**src/rtl/fcsl_pkg.sv**
```systemverilog
// Purpose: Constants and types for the flash command and security logic
// Assumes: AXI4-Lite slave, byte offsets below
// Notes:   Contract list follows
// Contract
// - Mass erase completes before command-complete sets
// - Margin command 0x75 only in special mode
// - Margin data 0x0000, 0x0005, 0x0024 select levels
// - Address before divider init sets access error
// - Byte/misaligned write or non-command register errors
// - Second address or address after command errors
// - Undefined command sets access error, or protection violation if address protected
// - Only burst allowed while buffer empty, busy
// - Secured non-secure or debug writes restricted
// - After command, only status write launching
// - Stop aborts command, purges, sets both flags
// - Stop exit only sets buffer-empty; the purge happens at stop entry
// - Reads never raise access error
// - Protection violation on protected program or erase
// - Wait mode lets commands run to completion
// - Protection writable in debug; secured special restricted
// - Four key words compared in sequence
// - All-zero and all-ones keys never match
// - Key machine locks on any illegal step
// - Key match unsecures only; refused in special debug
package fcsl_pkg;
	// ==========================================================
	// Register map
	localparam logic [7:0] OFF_CLKDIV = 8'h00;
	localparam logic [7:0] OFF_CONFIG = 8'h04;
	localparam logic [7:0] OFF_PROT   = 8'h08;
	localparam logic [7:0] OFF_STATUS = 8'h0C;
	localparam logic [7:0] OFF_CMD    = 8'h10;
	localparam logic [7:0] OFF_FWIN   = 8'h14;
	localparam logic [7:0] OFF_SECU   = 8'h18;
	localparam logic [7:0] OFF_KEYWR  = 8'h1C;
	// ==========================================================
	// Field positions
	localparam int BIT_BUFE  = 7;
	localparam int BIT_DONE  = 6;
	localparam int BIT_PVIO  = 5;
	localparam int BIT_ACCE  = 4;
	localparam int BIT_KACC  = 0;
	localparam int BIT_MISAL = 16;
	localparam int BIT_KIDX  = 16;
	// ==========================================================
	// Commands
	localparam logic [7:0] CMD_ERASE_VERIFY = 8'h05;
	localparam logic [7:0] CMD_PROGRAM      = 8'h20;
	localparam logic [7:0] CMD_BURST        = 8'h25;
	localparam logic [7:0] CMD_SECTOR_ERASE = 8'h40;
	localparam logic [7:0] CMD_MASS_ERASE   = 8'h41;
	localparam logic [7:0] CMD_MARGIN       = 8'h75;
	// ==========================================================
	// Margin data codes and levels
	localparam logic [15:0] MDATA_NORMAL = 16'h0000;
	localparam logic [15:0] MDATA_M0     = 16'h0005;
	localparam logic [15:0] MDATA_M1     = 16'h0024;
	typedef enum logic [1:0] {
		MRG_NORMAL = 2'b00,
		MRG_ZERO   = 2'b01,
		MRG_ONE    = 2'b10
	} fcsl_margin_t;
	// ==========================================================
	// Security
	localparam logic [1:0]  STATE_UNSEC   = 2'b10;
	localparam logic [1:0]  KEY_ENABLED   = 2'b10;
	localparam logic [15:0] KEY_ZERO      = 16'h0000;
	localparam logic [15:0] KEY_ONES      = 16'hFFFF;
	localparam logic [1:0]  KEY_LAST      = 2'b11;
	// ==========================================================
	// Bus responses and reset values
	localparam logic [1:0]  RESP_OKAY   = 2'b00;
	localparam logic [1:0]  RESP_SLVERR = 2'b10;
	localparam logic [6:0]  CLKDIV_RST  = 7'h00;
	// ==========================================================
	// States
	typedef enum logic [1:0] {
		SEQ_IDLE = 2'b00,
		SEQ_ADDR = 2'b01,
		SEQ_CMD  = 2'b10
	} fcsl_seq_t;
	typedef enum logic [1:0] {
		KEY_IDLE   = 2'b00,
		KEY_ACTIVE = 2'b01,
		KEY_LOCK   = 2'b10
	} fcsl_key_t;
endpackage

```
**src/rtl/fcsl_top.sv**
```systemverilog
// Purpose: Flash command sequencer, error detection and backdoor key unsecure
// Assumes: One 100 MHz clock, AXI4-Lite slave, mode pins asynchronous
// Notes:   Array engine is modelled by a countdown per launched command
//
// The address map and the AXI4-Lite register port were left to the implementer.
`timescale 1ns/1ps
`default_nettype none
module fcsl_top #(
	parameter int OP_CYCLES         = 64,
	parameter int MASS_ERASE_CYCLES = 20000
) (
	// Clock and reset
	input  wire  logic        CLK,
	input  wire  logic        RESET,
	// AXI4-Lite write
	input  wire  logic [7:0]  S_AXI_AWADDR,
	input  wire  logic        S_AXI_AWVALID,
	output logic              S_AXI_AWREADY,
	input  wire  logic [31:0] S_AXI_WDATA,
	input  wire  logic [3:0]  S_AXI_WSTRB,
	input  wire  logic        S_AXI_WVALID,
	output logic              S_AXI_WREADY,
	output logic [1:0]        S_AXI_BRESP,
	output logic              S_AXI_BVALID,
	input  wire  logic        S_AXI_BREADY,
	// AXI4-Lite read
	input  wire  logic [7:0]  S_AXI_ARADDR,
	input  wire  logic        S_AXI_ARVALID,
	output logic              S_AXI_ARREADY,
	output logic [31:0]       S_AXI_RDATA,
	output logic [1:0]        S_AXI_RRESP,
	output logic              S_AXI_RVALID,
	input  wire  logic        S_AXI_RREADY,
	// Nonvolatile values read from the array
	input  wire  logic [63:0] STORED_KEYS,
	input  wire  logic [7:0]  SECURITY_BYTE,
	input  wire  logic [7:0]  PROT_BYTE,
	// Mode pins
	input  wire  logic        SPECIAL_MODE,
	input  wire  logic        DEBUG_ACTIVE,
	input  wire  logic        STOP_MODE,
	input  wire  logic        WAIT_MODE,
	// Bus-side origin of the current write
	input  wire  logic        NONSECURE_SRC,
	// Array control and status
	output logic              HIGH_VOLTAGE_ON,
	output logic              ARRAY_READ_VALID,
	output fcsl_pkg::fcsl_margin_t MARGIN_LEVEL,
	output logic [7:0]        ACTIVE_CMD,
	output logic [1:0]        SECURITY_STATE,
	output logic              KEY_LOCKED
);
	import fcsl_pkg::*;

	localparam int CNT_W = $clog2(MASS_ERASE_CYCLES + 1);
	localparam logic [CNT_W-1:0] OP_LOAD   = CNT_W'(OP_CYCLES - 1);
	localparam logic [CNT_W-1:0] MASS_LOAD = CNT_W'(MASS_ERASE_CYCLES - 1);

	// ==========================================================
	// Functions
	function automatic logic cmd_known(input logic [7:0] c, input logic spc);
		cmd_known = (c == CMD_ERASE_VERIFY) || (c == CMD_PROGRAM) || (c == CMD_BURST) ||
		            (c == CMD_SECTOR_ERASE) || (c == CMD_MASS_ERASE) ||
		            ((c == CMD_MARGIN) && spc);
	endfunction

	function automatic logic addr_protected(input logic [7:0] p, input logic [15:0] a);
		addr_protected = p[a[15:13]];
	endfunction

	// ==========================================================
	// Mode pin synchronisers
	logic [3:0] pin_s1_ff;
	logic [3:0] pin_s2_ff;
	logic [3:0] pin_s3_ff;
	logic [3:0] pin_ff;
	logic       stop_d_ff;
	logic       special;
	logic       dbg;
	logic       stop_now;
	logic       wait_now;
	logic       stop_enter;
	logic       stop_exit;

	// Value changes once the second and third stages agree
	always_ff @(posedge CLK or posedge RESET) begin
		if (RESET) begin
			pin_s1_ff <= 4'h0;
			pin_s2_ff <= 4'h0;
			pin_s3_ff <= 4'h0;
			pin_ff    <= 4'h0;
			stop_d_ff <= 1'b0;
		end else begin
			pin_s1_ff <= {WAIT_MODE, STOP_MODE, DEBUG_ACTIVE, SPECIAL_MODE};
			pin_s2_ff <= pin_s1_ff;
			pin_s3_ff <= pin_s2_ff;
			pin_ff    <= (pin_s2_ff & pin_s3_ff) | (pin_ff & (pin_s2_ff | pin_s3_ff));
			stop_d_ff <= pin_ff[2];
		end
	end

	assign special    = pin_ff[0];
	assign dbg        = pin_ff[1];
	assign stop_now   = pin_ff[2];
	assign wait_now   = pin_ff[3];
	assign stop_enter = stop_now & ~stop_d_ff;
	assign stop_exit  = ~stop_now & stop_d_ff;

	// ==========================================================
	// AXI4-Lite slave
	logic        bvalid_ff;
	logic [1:0]  bresp_ff;
	logic        rvalid_ff;
	logic [1:0]  rresp_ff;
	logic [31:0] rdata_ff;
	logic [31:0] nxt_rdata;
	logic        nxt_rhit;
	logic        wr_en;
	logic        wr_hit;
	logic        hit_clkdiv;
	logic        hit_config;
	logic        hit_prot;
	logic        hit_status;
	logic        hit_cmd;
	logic        hit_fwin;
	logic        hit_key;

	// Address and data taken together
	assign wr_en         = S_AXI_AWVALID & S_AXI_WVALID & ~bvalid_ff;
	assign S_AXI_AWREADY = wr_en;
	assign S_AXI_WREADY  = wr_en;
	assign S_AXI_ARREADY = ~rvalid_ff;
	assign hit_clkdiv    = wr_en & (S_AXI_AWADDR == OFF_CLKDIV);
	assign hit_config    = wr_en & (S_AXI_AWADDR == OFF_CONFIG);
	assign hit_prot      = wr_en & (S_AXI_AWADDR == OFF_PROT);
	assign hit_status    = wr_en & (S_AXI_AWADDR == OFF_STATUS);
	assign hit_cmd       = wr_en & (S_AXI_AWADDR == OFF_CMD);
	assign hit_fwin      = wr_en & (S_AXI_AWADDR == OFF_FWIN);
	assign hit_key       = wr_en & (S_AXI_AWADDR == OFF_KEYWR);
	assign wr_hit        = hit_clkdiv | hit_config | hit_prot | hit_status | hit_cmd |
	                       hit_fwin | hit_key | (wr_en & (S_AXI_AWADDR == OFF_SECU));

	// Write response, held until bready
	always_ff @(posedge CLK or posedge RESET) begin
		if (RESET) begin
			bvalid_ff <= 1'b0;
			bresp_ff  <= RESP_OKAY;
		end else if (wr_en) begin
			bvalid_ff <= 1'b1;
			bresp_ff  <= wr_hit ? RESP_OKAY : RESP_SLVERR;
		end else if (S_AXI_BREADY) begin
			bvalid_ff <= 1'b0;
		end
	end

	// Read response; reads change no state
	always_ff @(posedge CLK or posedge RESET) begin
		if (RESET) begin
			rvalid_ff <= 1'b0;
			rresp_ff  <= RESP_OKAY;
			rdata_ff  <= 32'h0000_0000;
		end else if (S_AXI_ARVALID & ~rvalid_ff) begin
			rvalid_ff <= 1'b1;
			rresp_ff  <= nxt_rhit ? RESP_OKAY : RESP_SLVERR;
			rdata_ff  <= nxt_rdata;
		end else if (S_AXI_RREADY) begin
			rvalid_ff <= 1'b0;
		end
	end

	assign S_AXI_BVALID = bvalid_ff;
	assign S_AXI_BRESP  = bresp_ff;
	assign S_AXI_RVALID = rvalid_ff;
	assign S_AXI_RRESP  = rresp_ff;
	assign S_AXI_RDATA  = rdata_ff;

	// ==========================================================
	// Software registers
	logic [6:0] clkdiv_ff;
	logic       clkdiv_set_ff;
	logic       kacc_ff;
	logic [7:0] prot_ff;
	logic [7:0] sec_byte_ff;
	logic       loaded_ff;

	// Divider; a write marks it set
	always_ff @(posedge CLK or posedge RESET) begin
		if (RESET) begin
			clkdiv_ff     <= CLKDIV_RST;
			clkdiv_set_ff <= 1'b0;
		end else if (hit_clkdiv) begin
			clkdiv_ff     <= S_AXI_WDATA[6:0];
			clkdiv_set_ff <= 1'b1;
		end
	end

	// Key access enable
	always_ff @(posedge CLK or posedge RESET) begin
		if (RESET) begin
			kacc_ff <= 1'b0;
		end else if (hit_config) begin
			kacc_ff <= S_AXI_WDATA[BIT_KACC];
		end
	end

	// Nonvolatile bytes captured once; protection debug-writable
	always_ff @(posedge CLK or posedge RESET) begin
		if (RESET) begin
			loaded_ff   <= 1'b0;
			sec_byte_ff <= 8'h00;
			prot_ff     <= 8'h00;
		end else if (!loaded_ff) begin
			loaded_ff   <= 1'b1;
			sec_byte_ff <= SECURITY_BYTE;
			prot_ff     <= PROT_BYTE;
		end else if (hit_prot && dbg) begin
			prot_ff     <= S_AXI_WDATA[7:0];
		end
	end

	// ==========================================================
	// Command write sequence
	fcsl_seq_t   seq_ff;
	fcsl_seq_t   nxt_seq;
	logic [15:0] cap_addr_ff;
	logic [15:0] cap_data_ff;
	logic [7:0]  cap_cmd_ff;
	logic        acc_set;
	logic        pv_set;
	logic        launch;
	logic        acce_ff;
	logic        pvio_ff;
	logic        bufe_ff;
	logic        done_ff;
	logic        busy_ff;
	logic        secured;
	logic [7:0]  wcmd;
	logic        prot_hit;

	assign wcmd     = S_AXI_WDATA[7:0];
	assign prot_hit = addr_protected(prot_ff, cap_addr_ff);

	// Sequence step and error events
	always_comb begin
		nxt_seq = seq_ff;
		acc_set = 1'b0;
		pv_set  = 1'b0;
		launch  = 1'b0;
		unique case (seq_ff)
			SEQ_IDLE: begin
				if (hit_fwin && bufe_ff && !acce_ff && !pvio_ff) begin
					if (!clkdiv_set_ff) begin
						acc_set = 1'b1;
					end else if (S_AXI_WSTRB != 4'hF || S_AXI_WDATA[BIT_MISAL]) begin
						acc_set = 1'b1;
					end else begin
						nxt_seq = SEQ_ADDR;
					end
				end
			end
			SEQ_ADDR: begin
				if (hit_cmd) begin
					nxt_seq = SEQ_IDLE;
					if (!cmd_known(wcmd, special)) begin
						pv_set  = prot_hit;
						acc_set = ~prot_hit;
					end else if (bufe_ff && !done_ff && wcmd != CMD_BURST) begin
						acc_set = 1'b1;
					end else if (secured && (NONSECURE_SRC || dbg || special) &&
					             wcmd != CMD_ERASE_VERIFY && wcmd != CMD_MASS_ERASE) begin
						acc_set = 1'b1;
					end else if (((wcmd == CMD_PROGRAM || wcmd == CMD_BURST ||
					               wcmd == CMD_SECTOR_ERASE) && prot_hit) ||
					             (wcmd == CMD_MASS_ERASE && prot_ff != 8'h00)) begin
						pv_set = 1'b1;
					end else begin
						nxt_seq = SEQ_CMD;
					end
				end else if (wr_en) begin
					acc_set = 1'b1;
					nxt_seq = SEQ_IDLE;
				end
			end
			SEQ_CMD: begin
				if (hit_status && S_AXI_WDATA[BIT_BUFE]) begin
					launch  = 1'b1;
					nxt_seq = SEQ_IDLE;
				end else if (wr_en) begin
					acc_set = 1'b1;
					nxt_seq = SEQ_IDLE;
				end
			end
		endcase
		if (stop_enter) begin
			nxt_seq = SEQ_IDLE;
			launch  = 1'b0;
		end
	end

	// Sequence state and captures
	always_ff @(posedge CLK or posedge RESET) begin
		if (RESET) begin
			seq_ff      <= SEQ_IDLE;
			cap_addr_ff <= 16'h0000;
			cap_data_ff <= 16'h0000;
			cap_cmd_ff  <= 8'h00;
		end else begin
			seq_ff <= nxt_seq;
			if (seq_ff == SEQ_IDLE && nxt_seq == SEQ_ADDR) begin
				cap_addr_ff <= S_AXI_WDATA[31:16];
				cap_data_ff <= S_AXI_WDATA[15:0];
			end
			if (seq_ff == SEQ_ADDR && nxt_seq == SEQ_CMD) begin
				cap_cmd_ff <= wcmd;
			end
		end
	end

	// ==========================================================
	// Command buffer and array engine
	logic             pending_ff;
	logic [7:0]       pend_cmd_ff;
	logic [15:0]      pend_data_ff;
	logic [7:0]       exec_cmd_ff;
	logic [15:0]      exec_data_ff;
	logic [CNT_W-1:0] cnt_ff;
	logic             hv_ff;
	fcsl_margin_t     margin_ff;
	logic             abort_stop;

	assign abort_stop = stop_enter & (busy_ff | pending_ff);

	// Engine runs regardless of wait mode; stop aborts and purges
	always_ff @(posedge CLK or posedge RESET) begin
		if (RESET) begin
			pending_ff   <= 1'b0;
			pend_cmd_ff  <= 8'h00;
			pend_data_ff <= 16'h0000;
			exec_cmd_ff  <= 8'h00;
			exec_data_ff <= 16'h0000;
			cnt_ff       <= '0;
			busy_ff      <= 1'b0;
			hv_ff        <= 1'b0;
			bufe_ff      <= 1'b1;
			done_ff      <= 1'b1;
			margin_ff    <= MRG_NORMAL;
		end else if (stop_enter) begin
			pending_ff <= 1'b0;
			busy_ff    <= 1'b0;
			hv_ff      <= 1'b0;
			done_ff    <= 1'b1;
		end else if (stop_exit) begin
			bufe_ff <= 1'b1;
		end else begin
			if (launch) begin
				pending_ff   <= 1'b1;
				pend_cmd_ff  <= cap_cmd_ff;
				pend_data_ff <= cap_data_ff;
				bufe_ff      <= 1'b0;
			end
			if (busy_ff) begin
				if (cnt_ff != '0) begin
					cnt_ff <= cnt_ff - 1'b1;
				end else begin
					busy_ff <= 1'b0;
					if (exec_cmd_ff == CMD_MARGIN) begin
						unique case (exec_data_ff)
							MDATA_NORMAL: margin_ff <= MRG_NORMAL;
							MDATA_M0:     margin_ff <= MRG_ZERO;
							MDATA_M1:     margin_ff <= MRG_ONE;
							default:      margin_ff <= margin_ff;
						endcase
					end
					if (!pending_ff && !launch) begin
						hv_ff   <= 1'b0;
						done_ff <= 1'b1;
					end
				end
			end else if (pending_ff) begin
				pending_ff   <= 1'b0;
				busy_ff      <= 1'b1;
				exec_cmd_ff  <= pend_cmd_ff;
				exec_data_ff <= pend_data_ff;
				cnt_ff       <= (pend_cmd_ff == CMD_MASS_ERASE) ? MASS_LOAD : OP_LOAD;
				hv_ff        <= (pend_cmd_ff != CMD_ERASE_VERIFY) && (pend_cmd_ff != CMD_MARGIN);
				bufe_ff      <= 1'b1;
				done_ff      <= 1'b0;
			end
		end
	end

	// ==========================================================
	// Error flags: hardware set wins over write-one clear
	always_ff @(posedge CLK or posedge RESET) begin
		if (RESET) begin
			acce_ff <= 1'b0;
			pvio_ff <= 1'b0;
		end else begin
			acce_ff <= acc_set | abort_stop |
			           (acce_ff & ~(hit_status & S_AXI_WDATA[BIT_ACCE]));
			pvio_ff <= pv_set | (pvio_ff & ~(hit_status & S_AXI_WDATA[BIT_PVIO]));
		end
	end

	// ==========================================================
	// Backdoor key machine
	fcsl_key_t   key_ff;
	logic [1:0]  key_idx_ff;
	logic        key_prev_ff;
	logic        unsec_ff;
	logic        key_wr;
	logic [1:0]  widx;
	logic [15:0] wkey;
	logic [15:0] skey;
	logic        key_bad;

	assign widx    = S_AXI_WDATA[BIT_KIDX +: 2];
	assign wkey    = S_AXI_WDATA[15:0];
	assign skey    = STORED_KEYS[16*widx +: 16];
	assign key_wr  = hit_key && (sec_byte_ff[7:6] == KEY_ENABLED) && kacc_ff &&
	                 !(special && dbg);
	assign key_bad = (widx != key_idx_ff) || (wkey == KEY_ZERO) || (wkey == KEY_ONES) ||
	                 (wkey != skey) || key_prev_ff;

	// Lock persists until reset
	always_ff @(posedge CLK or posedge RESET) begin
		if (RESET) begin
			key_ff      <= KEY_IDLE;
			key_idx_ff  <= 2'b00;
			key_prev_ff <= 1'b0;
			unsec_ff    <= 1'b0;
		end else begin
			key_prev_ff <= key_wr;
			unique case (key_ff)
				KEY_IDLE, KEY_ACTIVE: begin
					if (key_wr && key_bad) begin
						key_ff <= KEY_LOCK;
					end else if (key_wr && key_idx_ff == KEY_LAST) begin
						unsec_ff   <= 1'b1;
						key_ff     <= KEY_IDLE;
						key_idx_ff <= 2'b00;
					end else if (key_wr) begin
						key_ff     <= KEY_ACTIVE;
						key_idx_ff <= key_idx_ff + 2'b01;
					end else if (key_ff == KEY_ACTIVE && (!kacc_ff || stop_enter)) begin
						key_ff <= KEY_LOCK;
					end
				end
				KEY_LOCK: key_ff <= KEY_LOCK;
				default:  key_ff <= KEY_LOCK;
			endcase
		end
	end

	assign secured = ~unsec_ff & (sec_byte_ff[1:0] != STATE_UNSEC);

	// ==========================================================
	// Read data
	always_comb begin
		nxt_rdata = 32'h0000_0000;
		nxt_rhit  = 1'b1;
		unique case (S_AXI_ARADDR)
			OFF_CLKDIV: nxt_rdata = {24'h00_0000, clkdiv_set_ff, clkdiv_ff};
			OFF_CONFIG: nxt_rdata = {31'h0000_0000, kacc_ff};
			OFF_PROT:   nxt_rdata = {24'h00_0000, prot_ff};
			OFF_STATUS: nxt_rdata = {24'h00_0000, bufe_ff, done_ff, pvio_ff, acce_ff,
			                         4'h0};
			OFF_CMD:    nxt_rdata = {24'h00_0000, cap_cmd_ff};
			OFF_FWIN:   nxt_rdata = {cap_addr_ff, cap_data_ff};
			OFF_SECU:   nxt_rdata = {20'h0_0000, stop_now, wait_now, dbg, special,
			                         margin_ff, unsec_ff, (key_ff == KEY_LOCK),
			                         sec_byte_ff[7:6], SECURITY_STATE};
			OFF_KEYWR:  nxt_rdata = {30'h0000_0000, key_idx_ff};
			default:    nxt_rhit  = 1'b0;
		endcase
	end

	// ==========================================================
	// Outputs
	assign HIGH_VOLTAGE_ON  = hv_ff;
	assign ARRAY_READ_VALID = ~busy_ff;
	assign MARGIN_LEVEL     = margin_ff;
	assign ACTIVE_CMD       = exec_cmd_ff;
	assign SECURITY_STATE   = unsec_ff ? STATE_UNSEC : sec_byte_ff[1:0];
	assign KEY_LOCKED       = (key_ff == KEY_LOCK);
endmodule
`default_nettype wire

```
**config.mk**
```make
export PLATFORM = sky130hd
export DESIGN_NAME = fcsl_top
export DESIGN_NICKNAME = d
export VERILOG_FILES = /design/src/rtl/fcsl_pkg.sv /design/src/rtl/fcsl_top.sv
export SDC_FILE = /design/constraint.sdc
export NUM_CORES = 1
export LEC_CHECK = 0
export BUFFER_PORTS_ARGS = -buffer_cell sky130_fd_sc_hd__buf_2
export CORE_ASPECT_RATIO = 0.5
export CORE_MARGIN = 3
export CORE_UTILIZATION = 45
export CTS_BUF_LIST = sky130_fd_sc_hd__clkbuf_8
export CTS_CLUSTER_SIZE = 8
export DETAILED_ROUTE_END_ITERATION = 8
export HOLD_SLACK_MARGIN = 0.03
export PLACE_DENSITY = 0.79
export SETUP_SLACK_MARGIN = 0.15
export SLEW_MARGIN = 20
export SYNTH_ARGS = -nofsm -noshare
export SYNTH_HDL_FRONTEND = slang
export SYNTH_SLANG_ARGS = --single-unit
```
**constraint.sdc**
```tcl
create_clock -name CLK -period 8.5 [get_ports CLK]
set_clock_uncertainty 0.15 [all_clocks]
set_input_delay 1.7 -clock CLK [delete_from_list [all_inputs] [get_ports CLK]]
set_output_delay 1.7 -clock CLK [all_outputs]
set_load 0.01 [all_outputs]
```
==> flow_metrics.env, run 1 <==
export IMPL_leakage_nw=5.50
export IMPL_period_share_pct=51.0
export IMPL_path_class="input port to primary output"
export IMPL_clockBufferDepth=2
export IMPL_synth_warnings=0
export IMPL_cts_sinks=195
export IMPL_grt_first_pass_wirelength_um=41000
export IMPL_synth_area_leaders="dfrtp_1 (51%), mux2_2 (9.2%), nand2_1 (5.9%)"
export IMPL_setup_ws_ns=4.17
export IMPL_switching_share_pct=30.7
export IMPL_startpoint_type="input port"
export IMPL_critPathCaptureType="primary output"
export IMPL_io_pins=200
export IMPL_holdCritPathClass="flip-flop to flip-flop"
export IMPL_holdBufCountCts=0
export IMPL_numCtsBuffers=17
export IMPL_die_height_um=109
export IMPL_layout_cells_non_filler=1345
export IMPL_io_buffers=193
export IMPL_cts_tree="built"
export IMPL_grt_pass1_vias=7650
export IMPL_ir_worst_vdd_mv=0.148
export IMPL_die_area_um2=23000
export IMPL_overflow=0
export IMPL_post_synth_top_area_cell="dfrtp_1"
export IMPL_slew_viol_final=0
export IMPL_finalSetupViolations=0
export IMPL_viasPerCell=5.75
export IMPL_grt_usage_pct=23.3
export IMPL_synth_top_area_share_pct=50.8
export IMPL_nets=1215
export IMPL_fp_dieW_um=212
export IMPL_clkTransAtPathRegs_ns=0.09
export IMPL_drt_iter0_markers=588
export IMPL_drc_errors=0
export IMPL_cts_resized=0
export IMPL_ys_flop_type="dfrtp_1"
export IMPL_insertion_delay_ns=0.50
export IMPL_fp_row_count=36
export IMPL_antenna_found_initial=3
export IMPL_status="finished, final reports clean"
export IMPL_total_power_w=0.00198
export IMPL_ant_nets=0
export IMPL_dp_cells=1311
export IMPL_drt_pass1_iter_count=5
export IMPL_synthTopCellsByCount="dfrtp_1 (193), nand2_1 (150), mux2_2 (78)"
export IMPL_hold_viol=0
export IMPL_worst_slew_pin_slew_ns=1.00
export IMPL_timing_final_crit_period_ns=4.33
export IMPL_clock_root_buffer="clkbuf_8"
export IMPL_fmax_mhz=231
export IMPL_syn_to_final_growth_pct=16.9
export IMPL_tns_ns=0
export IMPL_cts_setup_buffers=0
export IMPL_cts_htree_levels=4
export IMPL_synth_edff_count=0
export IMPL_synth_seq_area_share_pct=51.3
export IMPL_p_switching_w=0.000606
export IMPL_seqPwrFrac_pct=55.3
export IMPL_initial_core_util_pct=47.3
export IMPL_ys_types=69
export IMPL_vias=7737
export IMPL_clkPwrFrac_pct=31.7
export IMPL_drive_above_1_share_pct=31.6
export IMPL_hold_slack_ns=0.208
export IMPL_synthesis_area_um2=9510
export IMPL_totalWireLength_um=26400
export IMPL_synth_most_common_cell="dfrtp_1"
export IMPL_synth_seq_cells=195
export IMPL_worst_ep_required_time_ns=6.65
export IMPL_place_gp_congestion=0.959
export IMPL_critPathMaxFanout=7
export IMPL_cp_arrival_ns=2.48
export IMPL_grt_start_max_net_pins=110
export IMPL_routedWlPerCell_um=19.6
export IMPL_core_area_um2=20100
export IMPL_rsz0062_at_grt="false"
export IMPL_syn_area_per_cell_um2=10.7
export IMPL_slew_headroom_pct=33.3
export IMPL_power_share_combinational_pct=13.1
export IMPL_async_flop_share_pct=100
export IMPL_hpwl_um=19400
export IMPL_p_int_w=0.00137
export IMPL_max_cap_violations=0
export IMPL_dp_slack_ns=3.72
export IMPL_power_density_nw_per_um2=178
export IMPL_synth_cells=892
## power groups by stage
| stage | registers [W] | logic, W | clock network [W] |
|---|---|---|---|
| finish | 0.00109 | 0.000258 | 0.000625 |
| global route | 0.00110 | 0.000283 | 0.000679 |
| global placement | 0.00110 | 0.000249 | 0 |
| CTS | 0.00109 | 0.000259 | 0.000640 |
| detailed placement | 0.00111 | 0.000258 | 0 |
| floorplan | 0.00107 | 0.000181 | 0 |
## metrics by stage
stage                     util, %  area, um^2
after floorplan                 -        9520
after global placement       53.1       10700
after detailed placement     53.1       10700
after CTS                    55.3       11100
after global routing         55.3       11100
final                        55.3       11100
## sequential cells by signal, indices dropped and copies added, names as in the netlist, 4 cells and up
| signal | count |
|---|---|
| exec_data_ff | 16 |
| pin_s1_ff | 4 |
| pin_s3_ff | 4 |
| pin_ff | 4 |
| ACTIVE_CMD | 8 |
| prot_ff | 8 |
| cap_cmd_ff | 8 |
| cap_addr_ff | 16 |
| cap_data_ff | 16 |
| pin_s2_ff | 4 |
| pend_data_ff | 16 |
| cnt_ff | 15 |
| S_AXI_RDATA | 32 |
| clkdiv_ff | 7 |
| pend_cmd_ff | 8 |
| sec_byte_ff | 4 |
## layer usage
metal | share of wire, % | vias to the layer above | track usage (%)
met5 | 0.027 | - | 0
met4 | 2.8 | 2 | 8.97
met3 | 7.3 | 57 | 6.93
li1 | - | 3556 | -
met1 | 44 | 3860 | 31.4
met2 | 46 | 262 | 35.7
## cells by family (layout without fill, tap and decap cells)
group | Yosys count | after routing | share of synthesized area (%)
AND/OR/NAND/NOR | 342 | 342 | 17.9
flip-flops | 195 | 195 | 51.3
other | 2 | 5 | 0.0790
buffers and inverters | 68 | 252 | 3.00
AO/OA/AOI/OAI | 125 | 125 | 8.98
multiplexers | 119 | 119 | 14.7
XOR/XNOR | 30 | 30 | 2.76
adder cells (fa/ha/maj) | 11 | 11 | 1.34
## placed cells by master (no fill, tap or decap), drive strengths merged, types with 5 or more instances in the layout
cell type,instances
a31oi,5
and3,5
or2,5
nor3,17
or4,7
nand3b,5
a22oi,14
a221oi,6
mux2,82
ha,7
a21oi,25
o22ai,5
nor2,37
nand4,13
a21o,7
nand2,150
o21ai,30
nand3,38
mux2i,29
inv,26
nor4,18
or4b,7
mux4,8
nand2b,7
buf,200
nor2b,8
clkbuf,17
dfrtp,193
xor2,14
clkinv,9
xnor2,16
## final timing paths
path                                    start                to  slack (ns)  cells past startpoint
worst max-delay path            S_AXI_AWVALID     S_AXI_AWREADY        4.17                      4
worst min-delay path             pin_s1_ff[1]      pin_s2_ff[1]        0.21                      0
worst max register to register      seq_ff[1]    cap_addr_ff[4]        4.88                      9
worst min register to register   pin_s1_ff[1]      pin_s2_ff[1]        0.21                      0
max in group asynchronous               RESET  exec_data_ff[11]        5.80                      3
min in group asynchronous               RESET         pin_ff[2]        1.18                      2
## critical path: stages
cell,delay (ns)
buf_2,0.07
nand3b_1,0.22
inv_1,0.30
buf_2,0.19
## cell type report
type / count / area (um^2)
Sequential cell: 195 / 4880
Inverter: 20 / 82.6
Fill cell: 1715 / 8970
Multi-Input combinational cell: 630 / 4360
Clock buffer: 17 / 234
Antenna cell: 2 / 5.00
Clock inverter: 15 / 194
Timing Repair Buffer: 200 / 1020
Tap cell: 266 / 333
No activity file was read; power rests on OpenSTA's default activity.
==> inputs of run 2 (changes only) <==
PLACE_DENSITY = 0.81   (was 0.79)
clock period = 3.7 ns   (was 8.5 ns; I/O delays follow)
==> run 2 against run 1 <==
Clock power is 130% higher. Setup slack worse by 3.7 ns. Non-clock buffer count is 18 higher. Wire length rose by 4.6%. Critical path depth increased by 5. Sequential share of layout area decreased by 0.63 points. Power grew 130%.
==> flow_metrics.env, run 2 (synthesis gave the netlist of run 1 again) <==
export IMPL_status="finished, final reports clean"
export IMPL_nets=1233
export IMPL_period_share_pct=88.1
export IMPL_setup_ws_ns=0.439
export IMPL_hold_depth=1
export IMPL_num_fill_cells=1711
export IMPL_cts_sinks=195
export IMPL_leakage_nw=5.59
export IMPL_hpwl_um=20600
export IMPL_slew_headroom_pct=30.0
export IMPL_grt_first_pass_wirelength_um=43200
export IMPL_placed_area_um2=10800
export IMPL_overflow=0
export IMPL_r2r_cells=9
export IMPL_startpoint_type="flip-flop"
export IMPL_cpPeakStageDelay_ns=0.62
export IMPL_vias=7939
export IMPL_cp_num_cells=9
export IMPL_cp_arrival_ns=3.49
export IMPL_max_cap_violations=0
export IMPL_finalSetupViolations=0
export IMPL_path_cells="inv_1 > ha_1 > or4b_2 > nor4_1 > nand2_1 > a21boi_1 > and3_1 > buf_12 > mux2_2"
export IMPL_crit_buf_inv=2
export IMPL_fp_row_count=36
export IMPL_crit_family="simple AND/OR/NAND/NOR gates"
export IMPL_initial_core_util_pct=47.3
export IMPL_ant_nets=0
export IMPL_drt_iter0_markers=559
export IMPL_path_class="flip-flop to flip-flop"
export IMPL_die_height_um=109
export IMPL_reg2reg_slack_ns=0.44
export IMPL_hold_slack_ns=0.185
export IMPL_holdBufCountCts=1
export IMPL_rsz0062_at_grt="false"
export IMPL_grt_start_max_net_pins=58
export IMPL_drt_pass1_iter_count=6
export IMPL_design_area_um2=11300
export IMPL_grt_usage_pct=24.5
export IMPL_clock_root_buffer="clkbuf_8"
export IMPL_die_area_um2=23000
export IMPL_viasPerCell=5.83
export IMPL_critPathMaxFanout=32
export IMPL_final_cell_mix="dfrtp_1 (193), buf_2 (193), nand2_1 (150)"
export IMPL_worst_slew_pin_slew_ns=1.05
export IMPL_dp_slack_ns=0.120
export IMPL_hold_start="WAIT_MODE"
export IMPL_drive_above_1_share_pct=32.6
export IMPL_cts_resized=0
export IMPL_power_density_nw_per_um2=406
export IMPL_cts_setup_buffers=0
export IMPL_largest_reg_flops=32
export IMPL_hold_viol=0
export IMPL_numCtsBuffers=17
export IMPL_ir_worst_vdd_mv=0.224
export IMPL_crit_reg2reg_launch="seq_ff[1]"
export IMPL_clockBufferDepth=2
export IMPL_insertion_delay_ns=0.50
export IMPL_fmax_mhz=307
export IMPL_totalWireLength_um=27600
export IMPL_io_buffers=193
export IMPL_io_pins=200
export IMPL_critPathCaptureType="flip-flop"
export IMPL_routedWlPerCell_um=20.3
export IMPL_drc_errors=0
export IMPL_clkTransAtPathRegs_ns=0.12
export IMPL_holdPathEnd="pin_s1_ff[3]"
export IMPL_syn_to_final_growth_pct=18.6
export IMPL_fp_dieW_um=212
export IMPL_slew_viol_final=0
export IMPL_place_gp_congestion=0.934
export IMPL_r2r_end="cap_addr_ff[13]"
export IMPL_cts_htree_levels=4
export IMPL_antenna_found_initial=1
export IMPL_crit_path_top_delay_cell="or4b_2"
export IMPL_cts_tree="built"
export IMPL_grt_pass1_vias=8077
export IMPL_post_route_util_pct=56.1
export IMPL_tns_ns=0
export IMPL_worst_ep_required_time_ns=3.93
export IMPL_timing_final_crit_period_ns=3.26
export IMPL_core_area_um2=20100
export IMPL_antenna_cells=0
export IMPL_holdCritPathClass="input port to flip-flop"
==> run 2: cell count changes in the layout (fill, tap and decap cells not counted) <==
cell / before / now
clkinv_4: 2 / 1
buf_4: 6 / 21
inv_8: 5 / 4
buf_6: 1 / 0
dlygate4sd3_1: 0 / 1
buf_12: 0 / 3
diode_2: 2 / 0
inv_6: 2 / 3
clkinvlp_4: 0 / 1
==> run 2: cell type report <==
cell class,instances,area (um^2),share of cell area (%)
multi-input combinational,630,4360,38.7
inverter,20,78.8,0.699
timing repair buffer,218,1190,10.6
clock inverter,15,194,1.72
sequential,195,4880,43.3
tap,266,333,2.95
clock buffer,17,234,2.07
==> run 2: metal layers <==
metal	global-route usage, %	vias up	share of wire (%)
met5	0	-	0.047
met4	8.97	2	2.5
met3	5.78	76	7.4
met2	39.2	326	47
met1	32.9	3950	43
li1	-	3585	-
==> run 2: worst max path at each step <==
stage / start / to / slack (ns)
after floorplan: S_AXI_WDATA[3] / cap_cmd_ff[2] / 0.27
after global placement: S_AXI_AWADDR[5] / cap_cmd_ff[4] / 0.13
after detailed placement: S_AXI_AWADDR[5] / cap_cmd_ff[5] / 0.12
after CTS: cnt_ff[0] / cnt_ff[13] / 0.47
after global routing: seq_ff[1] / cap_addr_ff[12] / 0.29
final: seq_ff[1] / cap_addr_ff[13] / 0.44
==> run 2: through the flow <==
step / power [W] / cells
floorplan: 0.00287 / 893
global placement: 0.00311 / 1328
detailed placement: 0.00315 / 1328
CTS: 0.00459 / 1361
global route: 0.00478 / 1361
finish: 0.00457 / 1361
==> run 2: where the power goes <==
part | switching (W) | internal [W]
clock network | 0.000915 | 0.000531
logic | 0.000310 | 0.000311
registers | 0.000190 | 0.00232
